## src/dctg_defines.vh

```
// Constants of the DDR3 command timing guard: offsets, fields, resets.
// Assumes inclusion by bare name from the design files of this block.
`ifndef DCTG_DEFINES_VH
`define DCTG_DEFINES_VH

// ****************************************
// Register byte offsets
// ****************************************
`define DCTG_OFS_ROW_TIMING_SECOND    8'h00
`define DCTG_OFS_POWER_EXIT_TIMING    8'h04
`define DCTG_OFS_REFRESH_CALIB_TIMING 8'h08
`define DCTG_OFS_GUARD_STATUS         8'h0C

// ****************************************
// Reset values and writable masks
// ****************************************
`define DCTG_RST_ROW2   32'h0000_1FFF
`define DCTG_MSK_ROW2   32'h0000_1FFF
`define DCTG_RST_PWR    32'hFFFF_FFFF
`define DCTG_MSK_PWR    32'hFFFF_FFFF
`define DCTG_RST_REF    32'hFFFF_3FFF
`define DCTG_MSK_REF    32'hFFFF_3FFF

// ****************************************
// Field positions (msb, lsb)
// ****************************************
`define DCTG_RTW_MSB    12
`define DCTG_RTW_LSB    10
`define DCTG_RP_MSB     9
`define DCTG_RP_LSB     5
`define DCTG_RCD_MSB    4
`define DCTG_RCD_LSB    0
`define DCTG_XP_MSB     31
`define DCTG_XP_LSB     28
`define DCTG_XSNR_MSB   27
`define DCTG_XSNR_LSB   18
`define DCTG_XSRD_MSB   17
`define DCTG_XSRD_LSB   8
`define DCTG_RTP_MSB    7
`define DCTG_RTP_LSB    4
`define DCTG_CKE_MSB    3
`define DCTG_CKE_LSB    0
`define DCTG_CSTA_MSB   31
`define DCTG_CSTA_LSB   28
`define DCTG_CKESR_MSB  27
`define DCTG_CKESR_LSB  24
`define DCTG_ZQCS_MSB   23
`define DCTG_ZQCS_LSB   16
`define DCTG_RFC_MSB    13
`define DCTG_RFC_LSB    4

// ****************************************
// Command encodings
// ****************************************
`define DCTG_CMD_NOP    3'h0
`define DCTG_CMD_ACT    3'h1
`define DCTG_CMD_RD     3'h2
`define DCTG_CMD_WR     3'h3
`define DCTG_CMD_PRE    3'h4
`define DCTG_CMD_REF    3'h5
`define DCTG_CMD_MRS    3'h6
`define DCTG_CMD_ZQCS   3'h7

`endif

```

## src/dctg_counter.v

```verilog
// Reloadable down-counter holding off one command class.
// Assumes a single clock and an asynchronous active-low reset.
`include "dctg_defines.vh"

module dctg_counter #(
	parameter WIDTH = 10
) (
	// Clock and reset
	input  wire             mclk,
	input  wire             resetn,
	// Control
	input  wire             load,
	input  wire [WIDTH-1:0] value,
	// Status
	output wire             busy
);
	reg  [WIDTH:0] cnt_ff;
	wire [WIDTH:0] nxt_cnt;

	// Value plus one cycles of hold-off after the load edge
	assign nxt_cnt = load ? {1'b0, value} + {{WIDTH{1'b0}}, 1'b1} :
		(cnt_ff != {(WIDTH+1){1'b0}}) ? cnt_ff - {{WIDTH{1'b0}}, 1'b1} : cnt_ff;
	assign busy = (cnt_ff != {(WIDTH+1){1'b0}});

	always @(posedge mclk or negedge resetn) begin
		if (!resetn)
			cnt_ff <= {(WIDTH+1){1'b0}};
		else
			cnt_ff <= nxt_cnt;
	end
endmodule

```

## src/dctg_guard.v

```verilog
// DDR3 command timing guard: three timing registers over AXI4-Lite and
// hold-off counters that tell the scheduler which commands are legal.
// Assumes the scheduler only issues a command while its allow bit is high.
// Notes on behaviour
// RULE_01: read-to-write data gap is turnaround plus one
// RULE_02: precharge to refresh/activate waits period plus one
// RULE_03: activate to read/write waits delay plus one
// RULE_04: powerdown exit to non-read waits plus one; allow_rd_wr is not held by it, so writes are not held
// RULE_05: selfrefresh exit to non-DLL command waits
// RULE_06: selfrefresh exit to DLL command waits longer
// RULE_07: last read to precharge waits plus one
// RULE_08: clock-enable output held stable between transitions
// RULE_09: rank switch between same-direction data phases spaced
// RULE_10: selfrefresh residency minimum before exit allowed
// RULE_11: short calibration blocks next command
// RULE_12: refresh or mode load to refresh/activate waits
// RULE_13: software writes fifteen to row-active max field
// RULE_14: reserved bits read zero, writes ignored
// RULE_15: software derives turnaround from board delays
// RULE_16: each constraint a down-counter loaded on trigger
`include "dctg_defines.vh"

module dctg_guard (
	// Clock and reset
	input  wire        mclk,
	input  wire        resetn,
	// AXI4-Lite write address
	input  wire [7:0]  s_axi_awaddr,
	input  wire        s_axi_awvalid,
	output wire        s_axi_awready,
	// AXI4-Lite write data
	input  wire [31:0] s_axi_wdata,
	input  wire [3:0]  s_axi_wstrb,
	input  wire        s_axi_wvalid,
	output wire        s_axi_wready,
	// AXI4-Lite write response
	output wire [1:0]  s_axi_bresp,
	output wire        s_axi_bvalid,
	input  wire        s_axi_bready,
	// AXI4-Lite read address
	input  wire [7:0]  s_axi_araddr,
	input  wire        s_axi_arvalid,
	output wire        s_axi_arready,
	// AXI4-Lite read data
	output wire [31:0] s_axi_rdata,
	output wire [1:0]  s_axi_rresp,
	output wire        s_axi_rvalid,
	input  wire        s_axi_rready,
	// Scheduler command report
	input  wire [2:0]  cmd_issue,
	input  wire        cmd_rank,
	input  wire        rd_data_start,
	input  wire        wr_data_start,
	input  wire        data_rank,
	input  wire        cke_request,
	input  wire        selfrefresh_entered,
	// Scheduler permissions
	output wire        allow_act_ref,
	output wire        allow_rd_wr,
	output wire        allow_pre,
	output wire        allow_other,
	output wire        allow_dll_cmd,
	output wire        allow_rd_data,
	output wire        allow_wr_data,
	output wire        allow_sr_exit,
	// Memory pin
	output wire        memory_clock_enable_out
);
	// ****************************************
	// Registers and AXI4-Lite slave
	// ****************************************
	reg [31:0] row2_ff;
	reg [31:0] pwr_ff;
	reg [31:0] ref_ff;
	reg [7:0]  awaddr_ff;
	reg        aw_ok_ff;
	reg [31:0] wdata_ff;
	reg [3:0]  wstrb_ff;
	reg        w_ok_ff;
	reg        bvalid_ff;
	reg [1:0]  bresp_ff;
	reg        rvalid_ff;
	reg [31:0] rdata_ff;
	reg [1:0]  rresp_ff;

	function [31:0] merge;
		input [31:0] old;
		input [31:0] data;
		input [3:0]  strb;
		input [31:0] mask;
		integer i;
		begin
			merge = old;
			for (i = 0; i < 4; i = i + 1)
				if (strb[i])
					merge[i*8 +: 8] = data[i*8 +: 8];
			merge = merge & mask; // [RULE_14]
		end
	endfunction

	function mapped;
		input [7:0] a;
		begin
			mapped = (a == `DCTG_OFS_ROW_TIMING_SECOND) || (a == `DCTG_OFS_POWER_EXIT_TIMING) ||
				(a == `DCTG_OFS_REFRESH_CALIB_TIMING) || (a == `DCTG_OFS_GUARD_STATUS);
		end
	endfunction

	wire do_write;
	wire [31:0] status_word;

	assign s_axi_awready = !aw_ok_ff && !bvalid_ff;
	assign s_axi_wready  = !w_ok_ff && !bvalid_ff;
	assign s_axi_bvalid  = bvalid_ff;
	assign s_axi_bresp   = bresp_ff;
	assign s_axi_arready = !rvalid_ff;
	assign s_axi_rvalid  = rvalid_ff;
	assign s_axi_rdata   = rdata_ff;
	assign s_axi_rresp   = rresp_ff;
	assign do_write      = aw_ok_ff && w_ok_ff && !bvalid_ff;

	always @(posedge mclk or negedge resetn) begin
		if (!resetn) begin
			awaddr_ff <= 8'h00;
			aw_ok_ff  <= 1'b0;
			wdata_ff  <= 32'h0000_0000;
			wstrb_ff  <= 4'h0;
			w_ok_ff   <= 1'b0;
			bvalid_ff <= 1'b0;
			bresp_ff  <= 2'h0;
			row2_ff   <= `DCTG_RST_ROW2;
			pwr_ff    <= `DCTG_RST_PWR;
			ref_ff    <= `DCTG_RST_REF;
		end else begin
			if (s_axi_awvalid && s_axi_awready) begin
				awaddr_ff <= s_axi_awaddr;
				aw_ok_ff  <= 1'b1;
			end
			if (s_axi_wvalid && s_axi_wready) begin
				wdata_ff <= s_axi_wdata;
				wstrb_ff <= s_axi_wstrb;
				w_ok_ff  <= 1'b1;
			end
			if (do_write) begin
				aw_ok_ff  <= 1'b0;
				w_ok_ff   <= 1'b0;
				bvalid_ff <= 1'b1;
				bresp_ff  <= mapped(awaddr_ff) ? 2'h0 : 2'h3;
				case (awaddr_ff)
				`DCTG_OFS_ROW_TIMING_SECOND:
					row2_ff <= merge(row2_ff, wdata_ff, wstrb_ff, `DCTG_MSK_ROW2);
				`DCTG_OFS_POWER_EXIT_TIMING:
					pwr_ff <= merge(pwr_ff, wdata_ff, wstrb_ff, `DCTG_MSK_PWR);
				`DCTG_OFS_REFRESH_CALIB_TIMING:
					ref_ff <= merge(ref_ff, wdata_ff, wstrb_ff, `DCTG_MSK_REF);
				default: begin
				end
				endcase
			end else if (bvalid_ff && s_axi_bready) begin
				bvalid_ff <= 1'b0;
			end
		end
	end

	always @(posedge mclk or negedge resetn) begin
		if (!resetn) begin
			rvalid_ff <= 1'b0;
			rdata_ff  <= 32'h0000_0000;
			rresp_ff  <= 2'h0;
		end else if (s_axi_arvalid && s_axi_arready) begin
			rvalid_ff <= 1'b1;
			rresp_ff  <= mapped(s_axi_araddr) ? 2'h0 : 2'h3;
			case (s_axi_araddr)
			`DCTG_OFS_ROW_TIMING_SECOND:    rdata_ff <= row2_ff;
			`DCTG_OFS_POWER_EXIT_TIMING:    rdata_ff <= pwr_ff;
			`DCTG_OFS_REFRESH_CALIB_TIMING: rdata_ff <= ref_ff;
			`DCTG_OFS_GUARD_STATUS:         rdata_ff <= status_word;
			default:                        rdata_ff <= 32'h0000_0000;
			endcase
		end else if (rvalid_ff && s_axi_rready) begin
			rvalid_ff <= 1'b0;
		end
	end

	// ****************************************
	// Field extraction
	// ****************************************
	// Turnaround comes from board delays, not memory timing
	wire [2:0] read_write_turnaround     = row2_ff[`DCTG_RTW_MSB:`DCTG_RTW_LSB]; // [RULE_15]
	wire [4:0] precharge_period          = row2_ff[`DCTG_RP_MSB:`DCTG_RP_LSB];
	wire [4:0] row_to_column_delay       = row2_ff[`DCTG_RCD_MSB:`DCTG_RCD_LSB];
	wire [3:0] powerdown_exit_delay      = pwr_ff[`DCTG_XP_MSB:`DCTG_XP_LSB];
	wire [9:0] selfrefresh_exit_nodll    = pwr_ff[`DCTG_XSNR_MSB:`DCTG_XSNR_LSB];
	wire [9:0] selfrefresh_exit_dll      = pwr_ff[`DCTG_XSRD_MSB:`DCTG_XSRD_LSB];
	wire [3:0] read_to_precharge         = pwr_ff[`DCTG_RTP_MSB:`DCTG_RTP_LSB];
	wire [3:0] cke_min_hold              = pwr_ff[`DCTG_CKE_MSB:`DCTG_CKE_LSB];
	wire [3:0] rank_switch_gap           = ref_ff[`DCTG_CSTA_MSB:`DCTG_CSTA_LSB];
	wire [3:0] selfrefresh_min_residency = ref_ff[`DCTG_CKESR_MSB:`DCTG_CKESR_LSB];
	wire [7:0] short_calibration_time    = ref_ff[`DCTG_ZQCS_MSB:`DCTG_ZQCS_LSB];
	wire [9:0] refresh_cycle_time        = ref_ff[`DCTG_RFC_MSB:`DCTG_RFC_LSB];
	// Row-active max field kept as written; software must leave it at 0xF [RULE_13]

	// ****************************************
	// Trigger decode
	// ****************************************
	reg        cke_ff;
	reg        last_dir_wr_ff;
	reg        last_rank_ff;
	reg        any_data_ff;
	reg        in_sr_ff;
	wire       is_pre  = (cmd_issue == `DCTG_CMD_PRE);
	wire       is_act  = (cmd_issue == `DCTG_CMD_ACT);
	wire       is_rd   = (cmd_issue == `DCTG_CMD_RD);
	wire       is_rfm  = (cmd_issue == `DCTG_CMD_REF) || (cmd_issue == `DCTG_CMD_MRS);
	wire       is_zq   = (cmd_issue == `DCTG_CMD_ZQCS);
	wire       cke_go  = (cke_request != cke_ff);
	wire       pd_exit = cke_go && cke_request && !in_sr_ff;
	wire       sr_exit = cke_go && cke_request && in_sr_ff;
	wire       rank_sw = (rd_data_start || wr_data_start) && any_data_ff &&
		(data_rank != last_rank_ff) && (wr_data_start == last_dir_wr_ff);

	wire b_rp, b_rcd, b_xp, b_xsnr, b_xsrd, b_rtp, b_cke, b_csta, b_ckesr, b_zq, b_rfc, b_rtw;

	// ****************************************
	// Hold-off counters
	// ****************************************
	// One counter per constraint, reloaded by its trigger [RULE_16]
	dctg_counter #(.WIDTH(5)) u_rp (.mclk(mclk), .resetn(resetn),
		.load(is_pre), .value(precharge_period), .busy(b_rp)); // [RULE_02]
	dctg_counter #(.WIDTH(5)) u_rcd (.mclk(mclk), .resetn(resetn),
		.load(is_act), .value(row_to_column_delay), .busy(b_rcd)); // [RULE_03]
	dctg_counter #(.WIDTH(4)) u_xp (.mclk(mclk), .resetn(resetn),
		.load(pd_exit), .value(powerdown_exit_delay), .busy(b_xp)); // [RULE_04]
	dctg_counter #(.WIDTH(10)) u_xsnr (.mclk(mclk), .resetn(resetn),
		.load(sr_exit), .value(selfrefresh_exit_nodll), .busy(b_xsnr)); // [RULE_05]
	dctg_counter #(.WIDTH(10)) u_xsrd (.mclk(mclk), .resetn(resetn),
		.load(sr_exit), .value(selfrefresh_exit_dll), .busy(b_xsrd)); // [RULE_06]
	// Single counter, not per bank: conservative across banks
	dctg_counter #(.WIDTH(4)) u_rtp (.mclk(mclk), .resetn(resetn),
		.load(is_rd), .value(read_to_precharge), .busy(b_rtp)); // [RULE_07]
	dctg_counter #(.WIDTH(4)) u_cke (.mclk(mclk), .resetn(resetn),
		.load(cke_go && !b_cke), .value(cke_min_hold), .busy(b_cke)); // [RULE_08]
	dctg_counter #(.WIDTH(4)) u_csta (.mclk(mclk), .resetn(resetn),
		.load(rd_data_start || wr_data_start), .value(rank_switch_gap),
		.busy(b_csta)); // [RULE_09]
	dctg_counter #(.WIDTH(4)) u_ckesr (.mclk(mclk), .resetn(resetn),
		.load(selfrefresh_entered), .value(selfrefresh_min_residency),
		.busy(b_ckesr)); // [RULE_10]
	dctg_counter #(.WIDTH(8)) u_zq (.mclk(mclk), .resetn(resetn),
		.load(is_zq), .value(short_calibration_time), .busy(b_zq)); // [RULE_11]
	dctg_counter #(.WIDTH(10)) u_rfc (.mclk(mclk), .resetn(resetn),
		.load(is_rfm), .value(refresh_cycle_time), .busy(b_rfc)); // [RULE_12]
	dctg_counter #(.WIDTH(3)) u_rtw (.mclk(mclk), .resetn(resetn),
		.load(rd_data_start), .value(read_write_turnaround), .busy(b_rtw)); // [RULE_01]

	// ****************************************
	// Clock enable and data-phase history
	// ****************************************
	always @(posedge mclk or negedge resetn) begin
		if (!resetn) begin
			cke_ff         <= 1'b0;
			in_sr_ff       <= 1'b0;
			last_dir_wr_ff <= 1'b0;
			last_rank_ff   <= 1'b0;
			any_data_ff    <= 1'b0;
		end else begin
			// Request ignored while the hold is running
			if (cke_go && !b_cke)
				cke_ff <= cke_request; // [RULE_08]
			// Entry wins over exit in the same cycle
			if (selfrefresh_entered)
				in_sr_ff <= 1'b1;
			else if (sr_exit && !b_cke)
				in_sr_ff <= 1'b0;
			if (rd_data_start || wr_data_start) begin
				last_dir_wr_ff <= wr_data_start;
				last_rank_ff   <= data_rank;
				any_data_ff    <= 1'b1;
			end
		end
	end

	// ****************************************
	// Permissions to the scheduler
	// ****************************************
	wire exit_wait = b_xp || b_xsnr;
	assign memory_clock_enable_out = cke_ff;
	assign allow_act_ref = !b_rp && !b_rfc && !b_zq && !exit_wait; // [RULE_02] [RULE_12]
	assign allow_rd_wr   = !b_rcd && !b_zq && !b_xsnr; // [RULE_03]
	assign allow_pre     = !b_rtp && !b_zq && !exit_wait; // [RULE_07]
	assign allow_other   = !b_zq && !exit_wait; // [RULE_04] [RULE_05] [RULE_11]
	assign allow_dll_cmd = !b_xsrd && !b_zq && !b_xsnr; // [RULE_06]
	assign allow_rd_data = !(b_csta && !last_dir_wr_ff && any_data_ff); // [RULE_09]
	assign allow_wr_data = !b_rtw && !(b_csta && last_dir_wr_ff); // [RULE_01] [RULE_09]
	assign allow_sr_exit = in_sr_ff && !b_ckesr && !b_cke; // [RULE_10]

	assign status_word = {16'h0000, rank_sw, allow_sr_exit, in_sr_ff, cke_ff, b_rtw,
		b_rfc, b_zq, b_ckesr, b_csta, b_cke, b_rtp, b_xsrd, b_xsnr, b_xp, b_rcd, b_rp};
endmodule

```

## config.mk

```make
export PLATFORM = sky130hd
export DESIGN_NAME = dctg_guard
export DESIGN_NICKNAME = d
export VERILOG_FILES = /design/src/dctg_counter.v /design/src/dctg_guard.v
export VERILOG_INCLUDE_DIRS = /design/src
export SDC_FILE = /design/constraint.sdc
export NUM_CORES = 1
export LEC_CHECK = 0
export BUFFER_PORTS_ARGS = -buffer_cell sky130_fd_sc_hd__buf_4
export CAP_MARGIN = 20
export CORE_UTILIZATION = 34
export DETAILED_ROUTE_END_ITERATION = 7
export PLACE_DENSITY = 0.57
export SYNTH_ARGS = -nofsm -noshare
export SYNTH_HDL_FRONTEND = slang
export SYNTH_SLANG_ARGS = --single-unit
```

## constraint.sdc

```tcl
create_clock -name mclk -period 2.2 [get_ports mclk]
set_input_delay 0.11 -clock mclk [delete_from_list [all_inputs] [get_ports mclk]]
set_output_delay 0.11 -clock mclk [all_outputs]
set_load 0.02 [all_outputs]
```

==> run_results.csv <==
group,metric,value,unit
status,status,"complete, but fails checks",
status,violations,"setup timing",
synthesis,synthFlopType,"dfrtp_1",
synthesis,postSynthAreaPerCell,11.3,sq um
cells_and_area,multi_input_area,0.00616,sq mm
synthesis,ys_seq_area_frac,0.496,
setup_path,crit_slowest_cell,"or4b_4",
cells_and_area,final_cells,1830,
cts,clk_pin_slew,60,ps
cells_and_area,final-seq-area,0.00622,sq mm
setup_path,endpoint_kind,"primary output",
placement,place_ws,7.43,ps
global_routing,grt.overflow.total,0,
synthesis,netlist_top_cells_count,"dfrtp_1, mux2_2, dfstp_2",
placement,place_inst,1701,
synthesis,netlist_area,0.0126,sq mm
detailed_routing,dr_total_vias,9480,
setup_path,crit_type,"reg -> out",
cts,htreeDepth,1,
synthesis,ys_ff_latch,245,
power_and_ir_drop,vdd_ir_drop_max,0.610,mV
synthesis,synthArstFlopShare,1.00,
global_routing,grt_pass1_wl,52500,um
die,ios,118,
die,die_h,194,um
timing,clock_skew,20.2,ps
setup_path,slowest_delay,480,ps
synthesis,synth_top_area_cell,"dfrtp_1",
timing,timing.fmax,0.402,GHz
timing,post-route-period-util,1.13,
synthesis,synth-edff-count,0,
synthesis,synth_cells,1114,
synthesis,synth.top_cell.area_share,0.339,
global_routing,grt_pass1_vias,9501,
synthesis,synth_most_common_cell,"dfrtp_1",
die,fp.dieW,194,um
cts,worstSkewPairLatency,580,ps
min_path,hp-class,"in -> reg",
synthesis,ys_types,61,
cts,cts.sinks,245,
timing,finalCriticalPeriod,2490,ps
cts,cts_tree,"built",
synthesis,ys_warn_count,0,
cts,cts_buffer_depth,3,
detailed_routing,viasPerCell,5.18,
cells_and_area,area_growth,29.3,%
global_routing,grt_max_degree,85,
die,floorplan.initialDensity,0.345,
timing,hold_viol,0,
power_and_ir_drop,leakagePower,0.00702,uW
setup_path,path_common_cell,"nor3_4",
placement,place.gp.congestion,0.825,
timing,rsz0062_at_grt,"yes",
detailed_routing,drt_first_pass_iters,6,
cells_and_area,drive_gt1_frac,0.352,
cells_and_area,nFillCells,3463,
die,core,0.0364,sq mm
timing,worst_slew_pin_slew,682,ps
synthesis,synth_nets,1210,
die,dieArea,0.0377,sq mm
flow_run,drv_cap,0,
detailed_routing,ant_nets,0,
power_and_ir_drop,total_power,17900,uW
power_and_ir_drop,powerDensity,1110,mW/mm^2
detailed_routing,drtIter0Drc,553,
setup_path,critPathArrivalTime,2380,ps
timing,fin_ws,-286,ps
detailed_routing,wl_per_cell,17.9,um
global_routing,grt_use_total,0.174,
detailed_routing,routed_wirelength,32700,um
setup_path,cp_top_family,"simple AND/OR/NAND/NOR gates",
setup_path,worstPathRequired,2090,ps
detailed_routing,drc,0,
timing,setup_violations,6,
cts,cts_made_buffers,29,
timing,relSlewSlack,0.541,
setup_path,cp.buffers_inverters,2,
placement,dp_hpwl,23300,um
placement,io_buffers,116,
global_routing,grt_antenna_before_repair,0,
setup_path,crit_path_start_kind,"flop",
setup_path,cp_cell_sequence,"inv_2, ha_4, or4b_4, nor3_4, nand3_4, nor3_4, buf_6",
setup_path,path_max_fanout,3,
cells_and_area,nets,1434,
timing,finalMaxSlewViolations,0,
cts,cts-root-buf,"clkbuf_16",
die,num_rows,70,
synthesis,synth.area.top_cells,"dfrtp_1, dfstp_2, mux2_2, xor2_1, ha_1",
final cells by class:
cell class	instances	area share
Multi-Input combinational cell	784	0.380
Clock inverter	10	0.0106
Tap cell	468	0.0361
Antenna cell	1	0.000154
Sequential cell	245	0.383
Timing Repair Buffer	239	0.130
Clock buffer	44	0.0513
Inverter	39	0.00902
sequential cells by signal, indices dropped and copies added, names as in the netlist, 4 cells and up:
register	count
row2_ff	13
u_xp.cnt_ff	5
ref_ff	30
u_csta.cnt_ff	5
awaddr_ff	8
wdata_ff	32
u_rp.cnt_ff	6
u_ckesr.cnt_ff	5
u_zq.cnt_ff	9
u_rfc.cnt_ff	11
s_axi_rdata	32
u_rtw.cnt_ff	4
u_xsrd.cnt_ff	11
wstrb_ff	4
u_cke.cnt_ff	5
pwr_ff	32
u_xsnr.cnt_ff	11
u_rcd.cnt_ff	6
u_rtp.cnt_ff	5
report_power, final:
part,internal [uW],switching [uW]
Sequential,5960,1430
Clock,3090,1990
Combinational,2840,2630
layer usage:
metal	up-vias	global-route usage	part of all wire
met4	0	0.0414	0.020
met1	4698	0.244	0.48
li1	4539	-	-
met5	-	0	0
met2	198	0.280	0.46
met3	45	0.0284	0.043
cell families (layout without fill, tap and decap cells):
group	count (synthesis)	after routing	synth area share
buf+inv	85	332	0.0264
mux	155	155	0.143
simple gates	327	327	0.150
flops	245	245	0.496
xor+xnor	79	79	0.0551
compound gates	195	195	0.102
fa+ha+maj	28	28	0.0279
other cells	0	1	0
tightest hold or removal path, stage by stage:
cell,delay (ps)
buf_4,90
nor4b_2,40
buf_4,190
a21oi_1,130
layout by cell type, fill, tap and decap left out, types with 6 or more instances in the layout:
master | netlist | layout
a211oi_1 | 11 | 11
a21oi_1 | 41 | 39
a22o_1 | 11 | 11
a22oi_1 | 19 | 19
a31oi_1 | 12 | 12
and3_1 | 9 | 9
buf_12 | 0 | 8
buf_4 | 2 | 159
buf_6 | 0 | 8
clkbuf_1 | 35 | 10
clkbuf_16 | 0 | 29
dfrtp_1 | 170 | 170
dfstp_2 | 75 | 75
dlygate4sd3_1 | 0 | 62
ha_1 | 28 | 25
inv_1 | 39 | 36
mux2_2 | 134 | 134
mux2i_1 | 15 | 15
mux4_2 | 6 | 6
nand2_1 | 70 | 69
nand2b_1 | 10 | 9
nand3_1 | 47 | 45
nand3b_1 | 12 | 12
nand4_1 | 13 | 13
nor2_1 | 54 | 51
nor2b_1 | 10 | 10
nor3_1 | 25 | 23
nor3b_1 | 12 | 11
nor4_1 | 7 | 7
nor4_4 | 8 | 8
o211ai_1 | 7 | 7
o21ai_0 | 38 | 38
o22ai_1 | 11 | 11
o31ai_1 | 17 | 17
or3_1 | 8 | 7
or4_1 | 10 | 10
xnor2_1 | 27 | 27
xor2_1 | 52 | 52
final timing paths:
kind / startpoint / end / slack, ps / cells past startpoint
max in group asynchronous: resetn / u_rtw.cnt_ff[3] / 1270 / 4
max reg2reg: u_zq.cnt_ff[0] / s_axi_rdata[9] / -120 / 7
max: u_zq.cnt_ff[0] / allow_act_ref / -290 / 7
min reg2reg: u_cke.cnt_ff[0] / u_cke.cnt_ff[0] / 480 / 1
min: s_axi_araddr[1] / s_axi_rresp[0] / 40 / 4
min in group asynchronous: resetn / u_rfc.cnt_ff[3] / 160 / 3
metrics by stage:
step / TNS (ps) / hold WS (ps) / util / cell area [sq um]
floorplan: -68.8 / -186 / - / 12600
global placement: 0 / -28.2 / 0.394 / 14300
detailed placement: 0 / -28.6 / 0.394 / 14300
CTS: -1320 / 23.5 / 0.443 / 16200
global route: -1800 / 60.1 / 0.446 / 16200
finish: -1280 / 44.4 / 0.446 / 16200
timing repair:
action / CTS / global route
hold endpoints to repair: 259 / 0
pin swaps: 8 / 6
resized for setup: 27 / 8
buffers inserted: 10 / 1
endpoints found under the setup margin: 9 / 9
hold buffers: 62 / 0
(Power assumes the default switching activity.)
